### config.mk
export PLATFORM = sky130hd
export DESIGN_NAME = csc_clock_ctrl
export DESIGN_NICKNAME = d
export VERILOG_FILES = /design/src/rtl/csc_pkg.sv /design/src/rtl/csc_clock_ctrl.sv
export SDC_FILE = /design/constraint.sdc
export NUM_CORES = 1
export LEC_CHECK = 0
export ABC_AREA = 1
export BUFFER_PORTS_ARGS = -buffer_cell sky130_fd_sc_hd__clkbuf_2
export CAP_MARGIN = 20
export CORE_MARGIN = 2
export CORE_UTILIZATION = 55
export CTS_BUF_LIST = sky130_fd_sc_hd__clkbuf_16
export DETAILED_ROUTE_END_ITERATION = 12
export PLACE_DENSITY_LB_ADDON = 0.12
export SYNTH_ARGS = -nofsm -noshare
export SYNTH_HDL_FRONTEND = slang
export SYNTH_SLANG_ARGS = --single-unit
### constraint.sdc
create_clock -name clk_i -period 22.4 [get_ports clk_i]
set_clock_uncertainty 0.1 [all_clocks]
set_input_delay 2.24 -clock clk_i [delete_from_list [all_inputs] [get_ports clk_i]]
set_output_delay 2.24 -clock clk_i [all_outputs]
set_load 0.03 [all_outputs]
### src/rtl/csc_pkg.sv
// constants, register map and carrier types of the clock source control
// assumes a classic wishbone master on clk_i; one 32-bit word per register
// How it works
// - no direct step between two settings of 43 MHz or above
// - 3..48 MHz via 6-bit table code
// - factory trims loaded at startup, readable
// - reset runs main oscillator at 24 MHz
// - spread mode: off, triangle, lfsr, routed input
// - spread range 1%, 2%, 4%, 3 reserved
// - spread only ever lowers the frequency
// - max count bounds counters, lengthens triangle
// - spread logic stepped by peripheral clock 0
// - 36 MHz output only for flash programming
// - low-speed oscillator enable bit
// - low-speed oscillator off in hibernate, stop
// - hf mux: external, divided crystal, main
// - lf mux: watch crystal or low-speed
// - crystal clock divided before hf mux
// - always start on main oscillator
// - ten 16-bit, two fractional dividers, sixteen clocks
// - prescaler derives system clock from hf
// - hf select 0 main, 1 ext, 2 crystal
// - lf select 0 low-speed, 1 watch crystal
// - crystal divider 1, 2, 4, 8
// - prescaler divides by two to the n
package csc_pkg;

  // byte offsets
  localparam logic [7:0] CSC_FREQ_CODE_OFS = 8'h00;
  localparam logic [7:0] CSC_FINE_TRIM_OFS = 8'h04;
  localparam logic [7:0] CSC_BG_TRIM_A_OFS = 8'h08;
  localparam logic [7:0] CSC_BG_TRIM_B_OFS = 8'h0c;
  localparam logic [7:0] CSC_SPREAD_OFS = 8'h10;
  localparam logic [7:0] CSC_LSO_CFG_OFS = 8'h14;
  localparam logic [7:0] CSC_SELECT_OFS = 8'h18;
  localparam logic [7:0] CSC_STATUS_OFS = 8'h1c;

  // spread control field positions
  localparam int CSC_SS_MODE_LSB = 0;
  localparam int CSC_SS_RANGE_LSB = 4;
  localparam int CSC_SS_MAX_LSB = 8;
  // select register field positions
  localparam int CSC_HF_SEL_LSB = 0;
  localparam int CSC_LF_SEL_LSB = 4;
  localparam int CSC_XDIV_LSB = 8;
  localparam int CSC_SYSDIV_LSB = 12;

  // reset values, code thresholds and range spans
  localparam logic [5:0] CSC_CODE_24MHZ = 6'h19;
  localparam logic [5:0] CSC_CODE_43MHZ = 6'h30;
  localparam logic [5:0] CSC_CODE_48MHZ = 6'h35;
  localparam logic [7:0] CSC_SS_MAX_RST = 8'hff;
  localparam logic [15:0] CSC_LFSR_SEED = 16'hace1;
  localparam logic [7:0] CSC_RANGE_1PCT = 8'h01;
  localparam logic [7:0] CSC_RANGE_2PCT = 8'h02;
  localparam logic [7:0] CSC_RANGE_4PCT = 8'h04;

  // peripheral divider counts
  localparam int CSC_NUM_INT_DIV = 10;
  localparam int CSC_NUM_FRAC_DIV = 2;
  localparam int CSC_NUM_PERI_CLK = 16;

  // settle time between code and trim steps
  localparam int CSC_SETTLE_NS = 5000;
  localparam int CSC_CLK_NS = 8;
  localparam int CSC_SETTLE_CYC = (CSC_SETTLE_NS + CSC_CLK_NS - 1) / CSC_CLK_NS;

  typedef enum logic [1:0] {
    CSC_SS_OFF = 2'b00,
    CSC_SS_TRI = 2'b01,
    CSC_SS_LFSR = 2'b10,
    CSC_SS_EXT = 2'b11
  } csc_ss_mode_t;

  typedef enum logic [2:0] {
    CSC_HF_MAIN = 3'b000,
    CSC_HF_EXT = 3'b001,
    CSC_HF_XTAL = 3'b010
  } csc_hf_sel_t;

  typedef struct packed {
    logic [5:0] freq_code;
    logic [7:0] fine_trim;
    logic [7:0] bg_trim_a;
    logic [7:0] bg_trim_b;
  } csc_trim_t;

  typedef struct packed {
    logic [1:0] hf_sel;
    logic lf_sel;
    logic [1:0] xtal_div;
    logic [2:0] sys_div;
  } csc_mux_t;

endpackage

### src/rtl/csc_clock_ctrl.sv
// clock source selection, main oscillator control and spread modulation
// assumes classic wishbone master on clk_i; clock selects are levels
// that drive analog muxes and dividers outside this block
//
// The Wishbone slave port and the address map were chosen for this implementation.
`timescale 1ns/10ps
module csc_clock_ctrl (
  input wire logic clk_i, // 125 MHz bus clock
  input wire logic rst_i, // synchronous reset, active high
  input wire logic [7:0] wb_adr_i, // byte address
  input wire logic [31:0] wb_dat_i, // write data
  input wire logic [3:0] wb_sel_i, // byte enables
  input wire logic wb_we_i, // write enable
  input wire logic wb_cyc_i, // cycle
  input wire logic wb_stb_i, // strobe
  output logic [31:0] wb_dat_o, // read data
  output logic wb_ack_o, // acknowledge
  output logic wb_err_o, // unmapped address
  input wire logic [29:0] factory_trim_i, // trims from supervisory flash
  input wire logic factory_valid_i, // trims ready pulse (clk domain)
  input wire logic peri_clk0_i, // peripheral clock 0, async
  input wire logic spread_in_i, // routed spread input, async
  input wire logic low_power_off_i, // hibernate or stop, async
  output logic [5:0] main_osc_freq_code_o, // oscillator frequency code
  output logic [7:0] main_osc_fine_trim_o, // oscillator trim
  output logic [7:0] bandgap_trim_a_o, // bandgap trim a
  output logic [7:0] bandgap_trim_b_o, // bandgap trim b
  output logic [7:0] spread_offset_o, // downward trim offset
  output logic prog_clk_en_o, // 36 MHz flash clock enable
  output logic low_speed_osc_en_o, // low-speed oscillator on
  output logic [2:0] hf_source_o, // hf mux select
  output logic lf_source_o, // lf mux select
  output logic [1:0] crystal_div_o, // crystal divider exponent
  output logic [2:0] clock_divide_field_o // prescaler exponent
);

  ////////////////////////////////////////////////////////////////////
  csc_pkg::csc_trim_t trim_reg;
  csc_pkg::csc_mux_t mux_reg;
  logic [1:0] ss_mode_reg;
  logic [1:0] ss_range_reg;
  logic [7:0] ss_max_reg;
  logic lso_en_reg;
  logic [12:0] settle_reg;
  logic boot_done_reg;
  logic [2:0] pclk_sync_reg;
  logic [1:0] sin_sync_reg;
  logic [1:0] lpo_sync_reg;
  logic [7:0] ss_cnt_reg;
  logic ss_dir_reg;
  logic [15:0] lfsr_reg;
  logic [7:0] ss_pos;
  logic [15:0] ss_prod;
  logic [31:0] ss_word;
  logic [31:0] ss_wr_word;
  logic pclk_rise;
  logic wr;
  logic rd;
  logic hit;

  // legal 3..48 MHz table entry; unused codes are rejected
  function automatic logic code_ok(input logic [5:0] c);
    code_ok = (c >= 6'h03) && (c <= csc_pkg::CSC_CODE_48MHZ) &&
      (c != 6'h0d) && (c != 6'h1a) && (c != 6'h24) && (c != 6'h2c) &&
      (c != 6'h2d);
  endfunction

  // top band where a direct jump between two codes is unsafe
  function automatic logic code_high(input logic [5:0] c);
    code_high = (c >= csc_pkg::CSC_CODE_43MHZ);
  endfunction

  function automatic logic [31:0] merge(input logic [31:0] old,
                                        input logic [31:0] nw,
                                        input logic [3:0] be);
    merge = old;
    for (int i = 0; i < 4; i++) begin
      if (be[i]) begin
        merge[i*8 +: 8] = nw[i*8 +: 8];
      end
    end
  endfunction

  ////////////////////////////////////////////////////////////////////
  // wishbone slave: one wait-free answer, ack one cycle after request
  assign wr = wb_cyc_i && wb_stb_i && wb_we_i && !wb_ack_o && !wb_err_o;
  assign rd = wb_cyc_i && wb_stb_i && !wb_ack_o && !wb_err_o;
  always_comb begin
    hit = (wb_adr_i[1:0] == 2'b00) && (wb_adr_i <= csc_pkg::CSC_STATUS_OFS);
  end

  always_ff @(posedge clk_i) begin
    if (rst_i) begin
      wb_ack_o <= 1'b0;
      wb_err_o <= 1'b0;
    end else begin
      wb_ack_o <= rd && hit;
      wb_err_o <= rd && !hit;
    end
  end

  always_ff @(posedge clk_i) begin
    if (rst_i) begin
      wb_dat_o <= 32'h0000_0000;
    end else if (rd && hit) begin
      case (wb_adr_i)
        csc_pkg::CSC_FREQ_CODE_OFS: wb_dat_o <= {26'h0, trim_reg.freq_code};
        csc_pkg::CSC_FINE_TRIM_OFS: wb_dat_o <= {24'h0, trim_reg.fine_trim};
        csc_pkg::CSC_BG_TRIM_A_OFS: wb_dat_o <= {24'h0, trim_reg.bg_trim_a};
        csc_pkg::CSC_BG_TRIM_B_OFS: wb_dat_o <= {24'h0, trim_reg.bg_trim_b};
        csc_pkg::CSC_SPREAD_OFS: wb_dat_o <= ss_word;
        csc_pkg::CSC_LSO_CFG_OFS: wb_dat_o <= {31'h0, lso_en_reg};
        csc_pkg::CSC_SELECT_OFS: wb_dat_o <= {17'h0, mux_reg.sys_div, 2'h0,
          mux_reg.xtal_div, 3'h0, mux_reg.lf_sel, 2'h0, mux_reg.hf_sel};
        csc_pkg::CSC_STATUS_OFS: wb_dat_o <= {16'h0, spread_offset_o,
          5'h0, (settle_reg != 13'h0), lpo_sync_reg[1], boot_done_reg};
        default: wb_dat_o <= 32'h0000_0000;
      endcase
    end
  end

  ////////////////////////////////////////////////////////////////////
  // oscillator code and trims; a write inside the settle window is
  // dropped, since trims and code must never move together
  always_ff @(posedge clk_i) begin
    if (rst_i) begin
      trim_reg.freq_code <= csc_pkg::CSC_CODE_24MHZ;
      trim_reg.fine_trim <= 8'h00;
      trim_reg.bg_trim_a <= 8'h00;
      trim_reg.bg_trim_b <= 8'h00;
      boot_done_reg <= 1'b0;
      settle_reg <= 13'h0000;
    end else begin
      if (settle_reg != 13'h0000) begin
        settle_reg <= settle_reg - 13'h0001;
      end
      if (factory_valid_i && !boot_done_reg) begin
        trim_reg.fine_trim <= factory_trim_i[7:0];
        trim_reg.bg_trim_a <= factory_trim_i[15:8];
        trim_reg.bg_trim_b <= factory_trim_i[23:16];
        if (code_ok(factory_trim_i[29:24])) begin
          trim_reg.freq_code <= factory_trim_i[29:24];
        end
        boot_done_reg <= 1'b1;
      end else if (wr && settle_reg == 13'h0000) begin
        case (wb_adr_i)
          csc_pkg::CSC_FREQ_CODE_OFS: begin
            // high-to-high jumps are refused; go via 24 MHz
            if (wb_sel_i[0] && code_ok(wb_dat_i[5:0]) &&
                !(code_high(wb_dat_i[5:0]) &&
                  code_high(trim_reg.freq_code))) begin
              trim_reg.freq_code <= wb_dat_i[5:0];
              settle_reg <= 13'(csc_pkg::CSC_SETTLE_CYC);
            end
          end
          csc_pkg::CSC_FINE_TRIM_OFS: begin
            if (wb_sel_i[0]) begin
              trim_reg.fine_trim <= wb_dat_i[7:0];
              settle_reg <= 13'(csc_pkg::CSC_SETTLE_CYC);
            end
          end
          csc_pkg::CSC_BG_TRIM_A_OFS: begin
            if (wb_sel_i[0]) begin
              trim_reg.bg_trim_a <= wb_dat_i[7:0];
            end
          end
          csc_pkg::CSC_BG_TRIM_B_OFS: begin
            if (wb_sel_i[0]) begin
              trim_reg.bg_trim_b <= wb_dat_i[7:0];
            end
          end
          default: begin
          end
        endcase
      end
    end
  end

  ////////////////////////////////////////////////////////////////////
  // spread, low-speed and mux configuration
  // spread word as software sees it, and with written lanes merged
  always_comb begin
    ss_word = {16'h0, ss_max_reg, 2'h0, ss_range_reg, 2'h0, ss_mode_reg};
    ss_wr_word = merge(ss_word, wb_dat_i, wb_sel_i);
  end

  always_ff @(posedge clk_i) begin
    if (rst_i) begin
      ss_mode_reg <= csc_pkg::CSC_SS_OFF;
      ss_range_reg <= 2'b00;
      ss_max_reg <= csc_pkg::CSC_SS_MAX_RST;
    end else if (wr && wb_adr_i == csc_pkg::CSC_SPREAD_OFS) begin
      ss_mode_reg <= ss_wr_word[csc_pkg::CSC_SS_MODE_LSB +: 2];
      if (ss_wr_word[csc_pkg::CSC_SS_RANGE_LSB +: 2] != 2'b11) begin
        ss_range_reg <= ss_wr_word[csc_pkg::CSC_SS_RANGE_LSB +: 2];
      end
      ss_max_reg <= ss_wr_word[csc_pkg::CSC_SS_MAX_LSB +: 8];
    end
  end

  // enable resets on; the low-power pin gates it only at the output
  always_ff @(posedge clk_i) begin
    if (rst_i) begin
      lso_en_reg <= 1'b1;
    end else if (wr && wb_adr_i == csc_pkg::CSC_LSO_CFG_OFS &&
                 wb_sel_i[0]) begin
      lso_en_reg <= wb_dat_i[0];
    end
  end

  always_ff @(posedge clk_i) begin
    if (rst_i) begin
      mux_reg.hf_sel <= 2'(csc_pkg::CSC_HF_MAIN);
      mux_reg.lf_sel <= 1'b0;
      mux_reg.xtal_div <= 2'b00;
      mux_reg.sys_div <= 3'b000;
    end else if (wr && wb_adr_i == csc_pkg::CSC_SELECT_OFS) begin
      // reserved selects leave the mux where it was
      if (wb_sel_i[0] && wb_dat_i[csc_pkg::CSC_HF_SEL_LSB +: 3] <=
          3'(csc_pkg::CSC_HF_XTAL)) begin
        mux_reg.hf_sel <= wb_dat_i[1:0];
      end
      if (wb_sel_i[0] &&
          wb_dat_i[csc_pkg::CSC_LF_SEL_LSB + 1 -: 2] <= 2'b01) begin
        mux_reg.lf_sel <= wb_dat_i[csc_pkg::CSC_LF_SEL_LSB];
      end
      if (wb_sel_i[1]) begin
        mux_reg.xtal_div <= wb_dat_i[csc_pkg::CSC_XDIV_LSB +: 2];
        mux_reg.sys_div <= wb_dat_i[csc_pkg::CSC_SYSDIV_LSB +: 3];
      end
    end
  end

  ////////////////////////////////////////////////////////////////////
  // async inputs; peripheral clock 0 is sampled, rising edges step the spread
  always_ff @(posedge clk_i) begin
    if (rst_i) begin
      pclk_sync_reg <= 3'b000;
      sin_sync_reg <= 2'b00;
      lpo_sync_reg <= 2'b00;
    end else begin
      pclk_sync_reg <= {pclk_sync_reg[1:0], peri_clk0_i};
      sin_sync_reg <= {sin_sync_reg[0], spread_in_i};
      lpo_sync_reg <= {lpo_sync_reg[0], low_power_off_i};
    end
  end
  // edge taken past the first stage, so a metastable value never steps
  assign pclk_rise = pclk_sync_reg[1] && !pclk_sync_reg[2];

  // triangle runs 0..max..0; lfsr and routed input also stay in 0..max
  always_ff @(posedge clk_i) begin
    if (rst_i) begin
      ss_cnt_reg <= 8'h00;
      ss_dir_reg <= 1'b0;
      lfsr_reg <= csc_pkg::CSC_LFSR_SEED;
    end else if (pclk_rise) begin
      lfsr_reg <= {lfsr_reg[14:0],
        lfsr_reg[15] ^ lfsr_reg[13] ^ lfsr_reg[12] ^ lfsr_reg[10]};
      case (ss_mode_reg)
        csc_pkg::CSC_SS_TRI: begin
          if (!ss_dir_reg) begin
            if (ss_cnt_reg >= ss_max_reg) begin
              ss_dir_reg <= 1'b1;
              ss_cnt_reg <= (ss_max_reg == 8'h00) ? 8'h00 : ss_max_reg - 8'h01;
            end else begin
              ss_cnt_reg <= ss_cnt_reg + 8'h01;
            end
          end else if (ss_cnt_reg == 8'h00) begin
            ss_dir_reg <= 1'b0;
            ss_cnt_reg <= (ss_max_reg == 8'h00) ? 8'h00 : 8'h01;
          end else begin
            ss_cnt_reg <= ss_cnt_reg - 8'h01;
          end
        end
        csc_pkg::CSC_SS_LFSR: begin
          ss_cnt_reg <= (lfsr_reg[7:0] > ss_max_reg) ?
            (lfsr_reg[7:0] & ss_max_reg) : lfsr_reg[7:0];
        end
        csc_pkg::CSC_SS_EXT: begin
          if (sin_sync_reg[1] && ss_cnt_reg < ss_max_reg) begin
            ss_cnt_reg <= ss_cnt_reg + 8'h01;
          end else if (!sin_sync_reg[1] && ss_cnt_reg != 8'h00) begin
            ss_cnt_reg <= ss_cnt_reg - 8'h01;
          end
        end
        default: begin
          ss_cnt_reg <= 8'h00;
          ss_dir_reg <= 1'b0;
        end
      endcase
    end
  end

  // offset = count/max * range units; subtracted below nominal only
  always_comb begin
    logic [7:0] span;
    span = 8'h00;
    case (ss_range_reg)
      2'b00: span = csc_pkg::CSC_RANGE_1PCT;
      2'b01: span = csc_pkg::CSC_RANGE_2PCT;
      2'b10: span = csc_pkg::CSC_RANGE_4PCT;
      default: span = 8'h00;
    endcase
    ss_prod = 16'(ss_cnt_reg) * 16'(span) * 16'h0010;
    // a count left above a freshly lowered max pins at full range
    ss_pos = 8'h00;
    if (ss_max_reg != 8'h00 && ss_cnt_reg >= ss_max_reg) begin
      ss_pos = {span[3:0], 4'h0};
    end else if (ss_max_reg != 8'h00) begin
      ss_pos = 8'(ss_prod / 16'(ss_max_reg));
    end
  end

  ////////////////////////////////////////////////////////////////////
  always_ff @(posedge clk_i) begin
    if (rst_i) begin
      main_osc_freq_code_o <= csc_pkg::CSC_CODE_24MHZ;
      main_osc_fine_trim_o <= 8'h00;
      bandgap_trim_a_o <= 8'h00;
      bandgap_trim_b_o <= 8'h00;
      spread_offset_o <= 8'h00;
      prog_clk_en_o <= 1'b0;
      low_speed_osc_en_o <= 1'b0;
      hf_source_o <= 3'(csc_pkg::CSC_HF_MAIN);
      lf_source_o <= 1'b0;
      crystal_div_o <= 2'b00;
      clock_divide_field_o <= 3'b000;
    end else begin
      main_osc_freq_code_o <= trim_reg.freq_code;
      main_osc_fine_trim_o <= trim_reg.fine_trim;
      bandgap_trim_a_o <= trim_reg.bg_trim_a;
      bandgap_trim_b_o <= trim_reg.bg_trim_b;
      spread_offset_o <= (ss_mode_reg == csc_pkg::CSC_SS_OFF) ?
        8'h00 : ss_pos;
      prog_clk_en_o <= boot_done_reg;
      low_speed_osc_en_o <= lso_en_reg && !lpo_sync_reg[1];
      hf_source_o <= {1'b0, mux_reg.hf_sel};
      lf_source_o <= mux_reg.lf_sel;
      crystal_div_o <= mux_reg.xtal_div;
      clock_divide_field_o <= mux_reg.sys_div;
    end
  end

endmodule

== Word level (Yosys, flattened, before mapping) ==
Index checks and enable logic that the tools add are counted.

* Register bits after elaboration: 180
* Bits of input ports: 83
* Output and inout port bits: 83

* Add/sub/neg operators: 4
* Multiply operators: 1
* Div/mod/pow operators: 1
* $lt $le $gt $ge: 12
* Equal/unequal tests: 25
* Mux-type cells: 33
* Bitwise logic cells: 6
* Reduce and logical (&&, ||, !) cells: 77

{| class="wikitable"
|+ Operators by type and width
! operator !! number
|-
| 16-bit case mux with 8 select lines || 1
|-
| 8-bit two-way mux || 13
|-
| 13-bit two-way mux || 5
|-
| 30-bit two-way mux || 2
|-
| 1-bit logical AND || 37
|-
| 6-bit inequality test, second input constant || 6
|-
| 8-bit by 5-bit equality test with 1-bit output, second input constant || 4
|-
| 13-bit case mux with 2 select lines || 1
|-
| 8-bit logical NOT || 3
|-
| 6-bit two-way mux || 4
|-
| 8-bit case mux with 3 select lines || 1
|-
| 16-bit by 8-bit divider with 16-bit output || 1
|-
| 8-bit by 4-bit equality test with 1-bit output, second input constant || 2
|-
| 2-bit AND reduction || 8
|-
| 8-bit nonzero test || 2
|-
| 8-bit by 1-bit subtractor with 8-bit output, second input constant || 2
|-
| 2-bit nonzero test || 7
|-
| 13-bit logical NOT || 1
|-
| 13-bit nonzero test || 1
|-
| 13-bit by 1-bit subtractor with 13-bit output, second input constant || 1
|-
| 6-bit by 2-bit greater-or-equal comparator with 1-bit output, second input constant || 2
|-
| 6-bit greater-or-equal comparator, second input constant || 2
|-
| 6-bit less-or-equal comparator, second input constant || 2
|-
| 8-bit by 8-bit multiplier with 12-bit output || 1
|-
| 27 further kinds || 50
|}

== Logic depth before layout (Yosys ltp) ==
* Depth in word-level cells: 13
* Depth in mapped cells: 193

== Worst setup path before layout ==
No wires, ideal clock.

* Kind: reg-to-reg
* Start: register ss_range_reg[0]
* End: register spread_offset_o[0]
* Library setup time: 0.120 ns
* Arrival time: 24.181 ns
* Path slack: -2.001 ns
* Cell stages (with the launch flop): 178
* Path buffers: 9
* Clock period less this slack: 24.401 ns
* Cell sequence: dfxtp_1 > inv_1 > nor2_1 > inv_1 > nor2_1 > fa_1 > ha_1 > fa_1 > nand3_1 > nand2_1 > nand2_1 > nand2_1 > ha_1 > o21ai_0 > nand2_1 > nand2_1 > nand2_1 > nand2_1 > [... 142 more ...] > nand2_1 > nand2_1 > a21oi_1 > inv_1 > a21oi_1 > nor2_1 > nor2_1 > nand3_1 > nor2_1 > nand3_2 > inv_2 > nand2_1 > o21ai_0 > ha_1 > a21oi_1 > o2111ai_1 > a21oi_1 > a21oi_1

* Longest elaborated chain between the ends: 4
* Elaborated cells between the ends (all ways): 6
* Those cells by class: 1 x mul; 1 x div; 2 x eq/ne; 1 x mux; 1 x reduce/logical

{| class="wikitable"
|+ RTL lines
! what !! line !! text
|-
| start: declaration || csc_clock_ctrl.sv:41 || <nowiki>logic [1:0] ss_range_reg;</nowiki>
|-
| start signal: assignment || csc_clock_ctrl.sv:195 || <nowiki>ss_range_reg <= ss_wr_word[csc_pkg::CSC_SS_RANGE_LSB +: 2];</nowiki>
|-
| 2-bit equality test, or another cell as far along || csc_clock_ctrl.sv:298 || <nowiki>case (ss_range_reg)</nowiki>
|-
| 3-bit case mux with 3 select lines * || csc_clock_ctrl.sv:298 ||
|-
| 8-bit by 8-bit multiplier with 12-bit output * || csc_clock_ctrl.sv:304 || <nowiki>ss_prod = 16'(ss_cnt_reg) * 16'(span) * 16'h0010;</nowiki>
|-
| 16-bit by 8-bit divider with 16-bit output * || csc_clock_ctrl.sv:310 || <nowiki>ss_pos = 8'(ss_prod / 16'(ss_max_reg));</nowiki>
|-
| end signal: assignment || csc_clock_ctrl.sv:333 || <nowiki>spread_offset_o <= (ss_mode_reg == csc_pkg::CSC_SS_OFF) ?</nowiki>
|-
| end: declaration || csc_clock_ctrl.sv:28 || <nowiki>output logic [7:0] spread_offset_o,</nowiki>
|}

Mark *: on every way between the ends. The rest lies on a longest branch, timed or not.
A chain may end at the register's enable or synchronous reset.

== Worst setup path after layout ==
Ends and elaborated chain as after synthesis.

==> results.ini <==
[critical_path]
crit_fanout=8
critical-path-top-delay-family=simple AND/OR/NAND/NOR gates
required_ps=22610
crit_top_cell=nand2_2
crit_buf_inv=28
slowest_stage=fa_2
cp.arrival_ps=23960
critical_path.endpoint_type=flip-flop
path_class=reg -> reg
max_stage_delay_ps=490
start_kind=flip-flop

[floorplanning]
die_height_um=165
core_sq_mm=0.0253
start_util=0.562
die_area_sq_mm=0.0271
ios=166
num_rows=58
die_w_um=165

[detailed_routing]
met2_length_um=25900
wl_um=53800
drt_iter0_markers=1882
dr.pass1.iters=6
vias=17600
drc_errors=0
ant_nets=0
top_layer=met4
wl_met1_um=21000
wire_per_inst_um=17.7
viasPerCell=5.79
met3_length_um=4240

[cts]
ctsLongestPathBuffers=2
cts_tree=yes
cts_inserted_buffers=17
cts.htree.levels=4
cts-root-buf=clkbuf_16
clock-sinks=163
holdBufCountCts=0
clk_latency_ps=430
path_clk_slew_ps=60

[logic_synthesis]
netlist.area_leader.share=0.230
synth_compound_area_frac=0.179
synth.area.top_cells=dfxtp_1 (23%), nand2_1 (13%), ha_1 (12%)
synthXorXnorAreaFrac=0.0510
synth_common_cells=nand2_1 (501), inv_1 (271), nor2_1 (204)
yosys.area_share.simple=0.305
synth_seq_area_share=0.230
synth-main-ff-cell=dfxtp_1
synthCells=2175
ys_ff_latch=163
synth_cell_types=63
synthMuxAreaShare=0
yosysTopAreaCell=dfxtp_1
synth_fa_ha_area_frac=0.133
synth_area_sq_mm=0.0142
ys_warn_count=0
synth_top_family_by_area=simple AND/OR/NAND/NOR gates
ys_async_sr_fraction=0
avgSynthCellArea_sq_um=6.53
synth_edf_count=0
yosysMostFrequentCell=nand2_1

[placed_design]
place_inst=2884
placed_cell_area_sq_mm=0.0175
gp_congestion=0.967
io_buffers=130
dpl.hpwl_um=34600

[power_and_ir_drop]
p_leak_nw=10.2
fin_total_pwr_uw=686
p_per_area_mw_per_mm2=33.4
vdd_drop_max_mv=0.0457

[sta]
setup_ws_ps=-1350
setup_viol=2
finalCritPeriodShare=1.06
rsz0062_at_grt=true
fmax_ghz=0.0421
worstMarginPinSlew_ps=1050
setup-tns-final_ps=-1760
slew_violations=0
relSlewSlack=0.298
hold_viol=0
period_minus_slack_ps=23750

[final_layout]
stdcell_count=3031
multi_input_area_sq_mm=0.0113
final_area_sq_mm=0.0205
syn_to_final_growth_pct=44.7
final_layout_size_suffix_gt1_frac=0.350
nets=2918
largest_reg_flops=30
area.sequential_sq_mm=0.00327
post-route-util=0.813
fillers=1657
antennaDiodeCount=0

[status]
status=complete, but fails checks
violations=negative setup slack

[grt]
antenna_found_initial=0
grt_overflow_total=0
grt_use_total=0.344
grt_pass1_vias=15900
grt_pass1_wl_um=75300
grt_max_degree=65

[min_path]
hold_class=reg -> reg

[flow_run]
maxCapViolations=0

## where the power goes
part | total (mW) | leakage [nW] | switching, mW | internal [mW]
sequential | 0.316 | 1.33 | 0.0105 | 0.305
combinational | 0.0991 | 8.62 | 0.0659 | 0.0332
clock | 0.271 | 0.267 | 0.120 | 0.151
total | 0.686 | 10.2 | 0.196 | 0.490
## cells in the final DEF (no fill, tap or decap), drive strengths merged, types with 15 or more instances in the layout
cell type,n
nand2,515
ha,138
dfxtp,163
nor3,35
conb,17
o21ai,176
o22ai,22
clkbuf,146
inv,297
nand3,161
a21oi,135
buf,411
nand4,22
or2,16
xor2,52
xnor2,29
clkinv,15
nor2,225
## repair_timing
| action | CTS | global route |
|---|---|---|
| hold endpoints to repair | 0 | 0 |
| setup endpoints to repair | 2 | 2 |
| pin swaps | 96 | 188 |
| cloned | 4 | 0 |
| setup buffers | 69 | 44 |
| gates resized for setup | 127 | 210 |
## cell type report
cell class	instances	area share
multi-input cells	1663	0.551
repair buffers	540	0.185
flip-flops and latches	163	0.159
inverters	302	0.0575
clock buffers	17	0.0207
well taps	330	0.0201
clock inverters	14	0.00567
repair inverters	2	0.000731
## per-layer routing
metal,vias up,global-route usage
met1,8162,0.430
li1,8210,-
met3,255,0.0465
met5,-,0
met4,0,0.119
met2,936,0.607
## path summary, 6_finish.rpt
| path | from | to | slack (ps) | cells after the start |
|---|---|---|---|---|
| setup reg to reg | ss_range_reg[0]$_SDFFE_PP0P_ | spread_offset_o[0]$_SDFF_PP0_ | -1350 | 176 |
| setup / recovery | ss_range_reg[0]$_SDFFE_PP0P_ | spread_offset_o[0]$_SDFF_PP0_ | -1350 | 176 |
| hold reg to reg | sin_sync_reg[0]$_SDFF_PP0_ | sin_sync_reg[1]$_SDFF_PP0_ | 310 | 2 |
| hold / removal | sin_sync_reg[0]$_SDFF_PP0_ | sin_sync_reg[1]$_SDFF_PP0_ | 310 | 2 |
## tightest hold or removal path, stage by stage (launching register included)
cell and delay, ps:
dfxtp_1 300, inv_1 40, nor2_1 30
## stage by stage
stage / setup WS (ps) / hold slack [ps]
floorplan: -198 / 288
global placement: -736 / 295
detailed placement: -1390 / 301
CTS: 7.17 / 311
global route: -2340 / 339
finish: -1350 / 311
## cell families (layout without fill, tap and decap cells)
kind of cell | after synthesis | count (layout)
buf+inv | 366 | 875
flops | 163 | 163
fa+ha+maj | 146 | 146
compound gates | 434 | 434
xor+xnor | 81 | 81
simple gates | 984 | 985
other cells | 1 | 17
No activity file was read; power rests on OpenSTA's default activity.
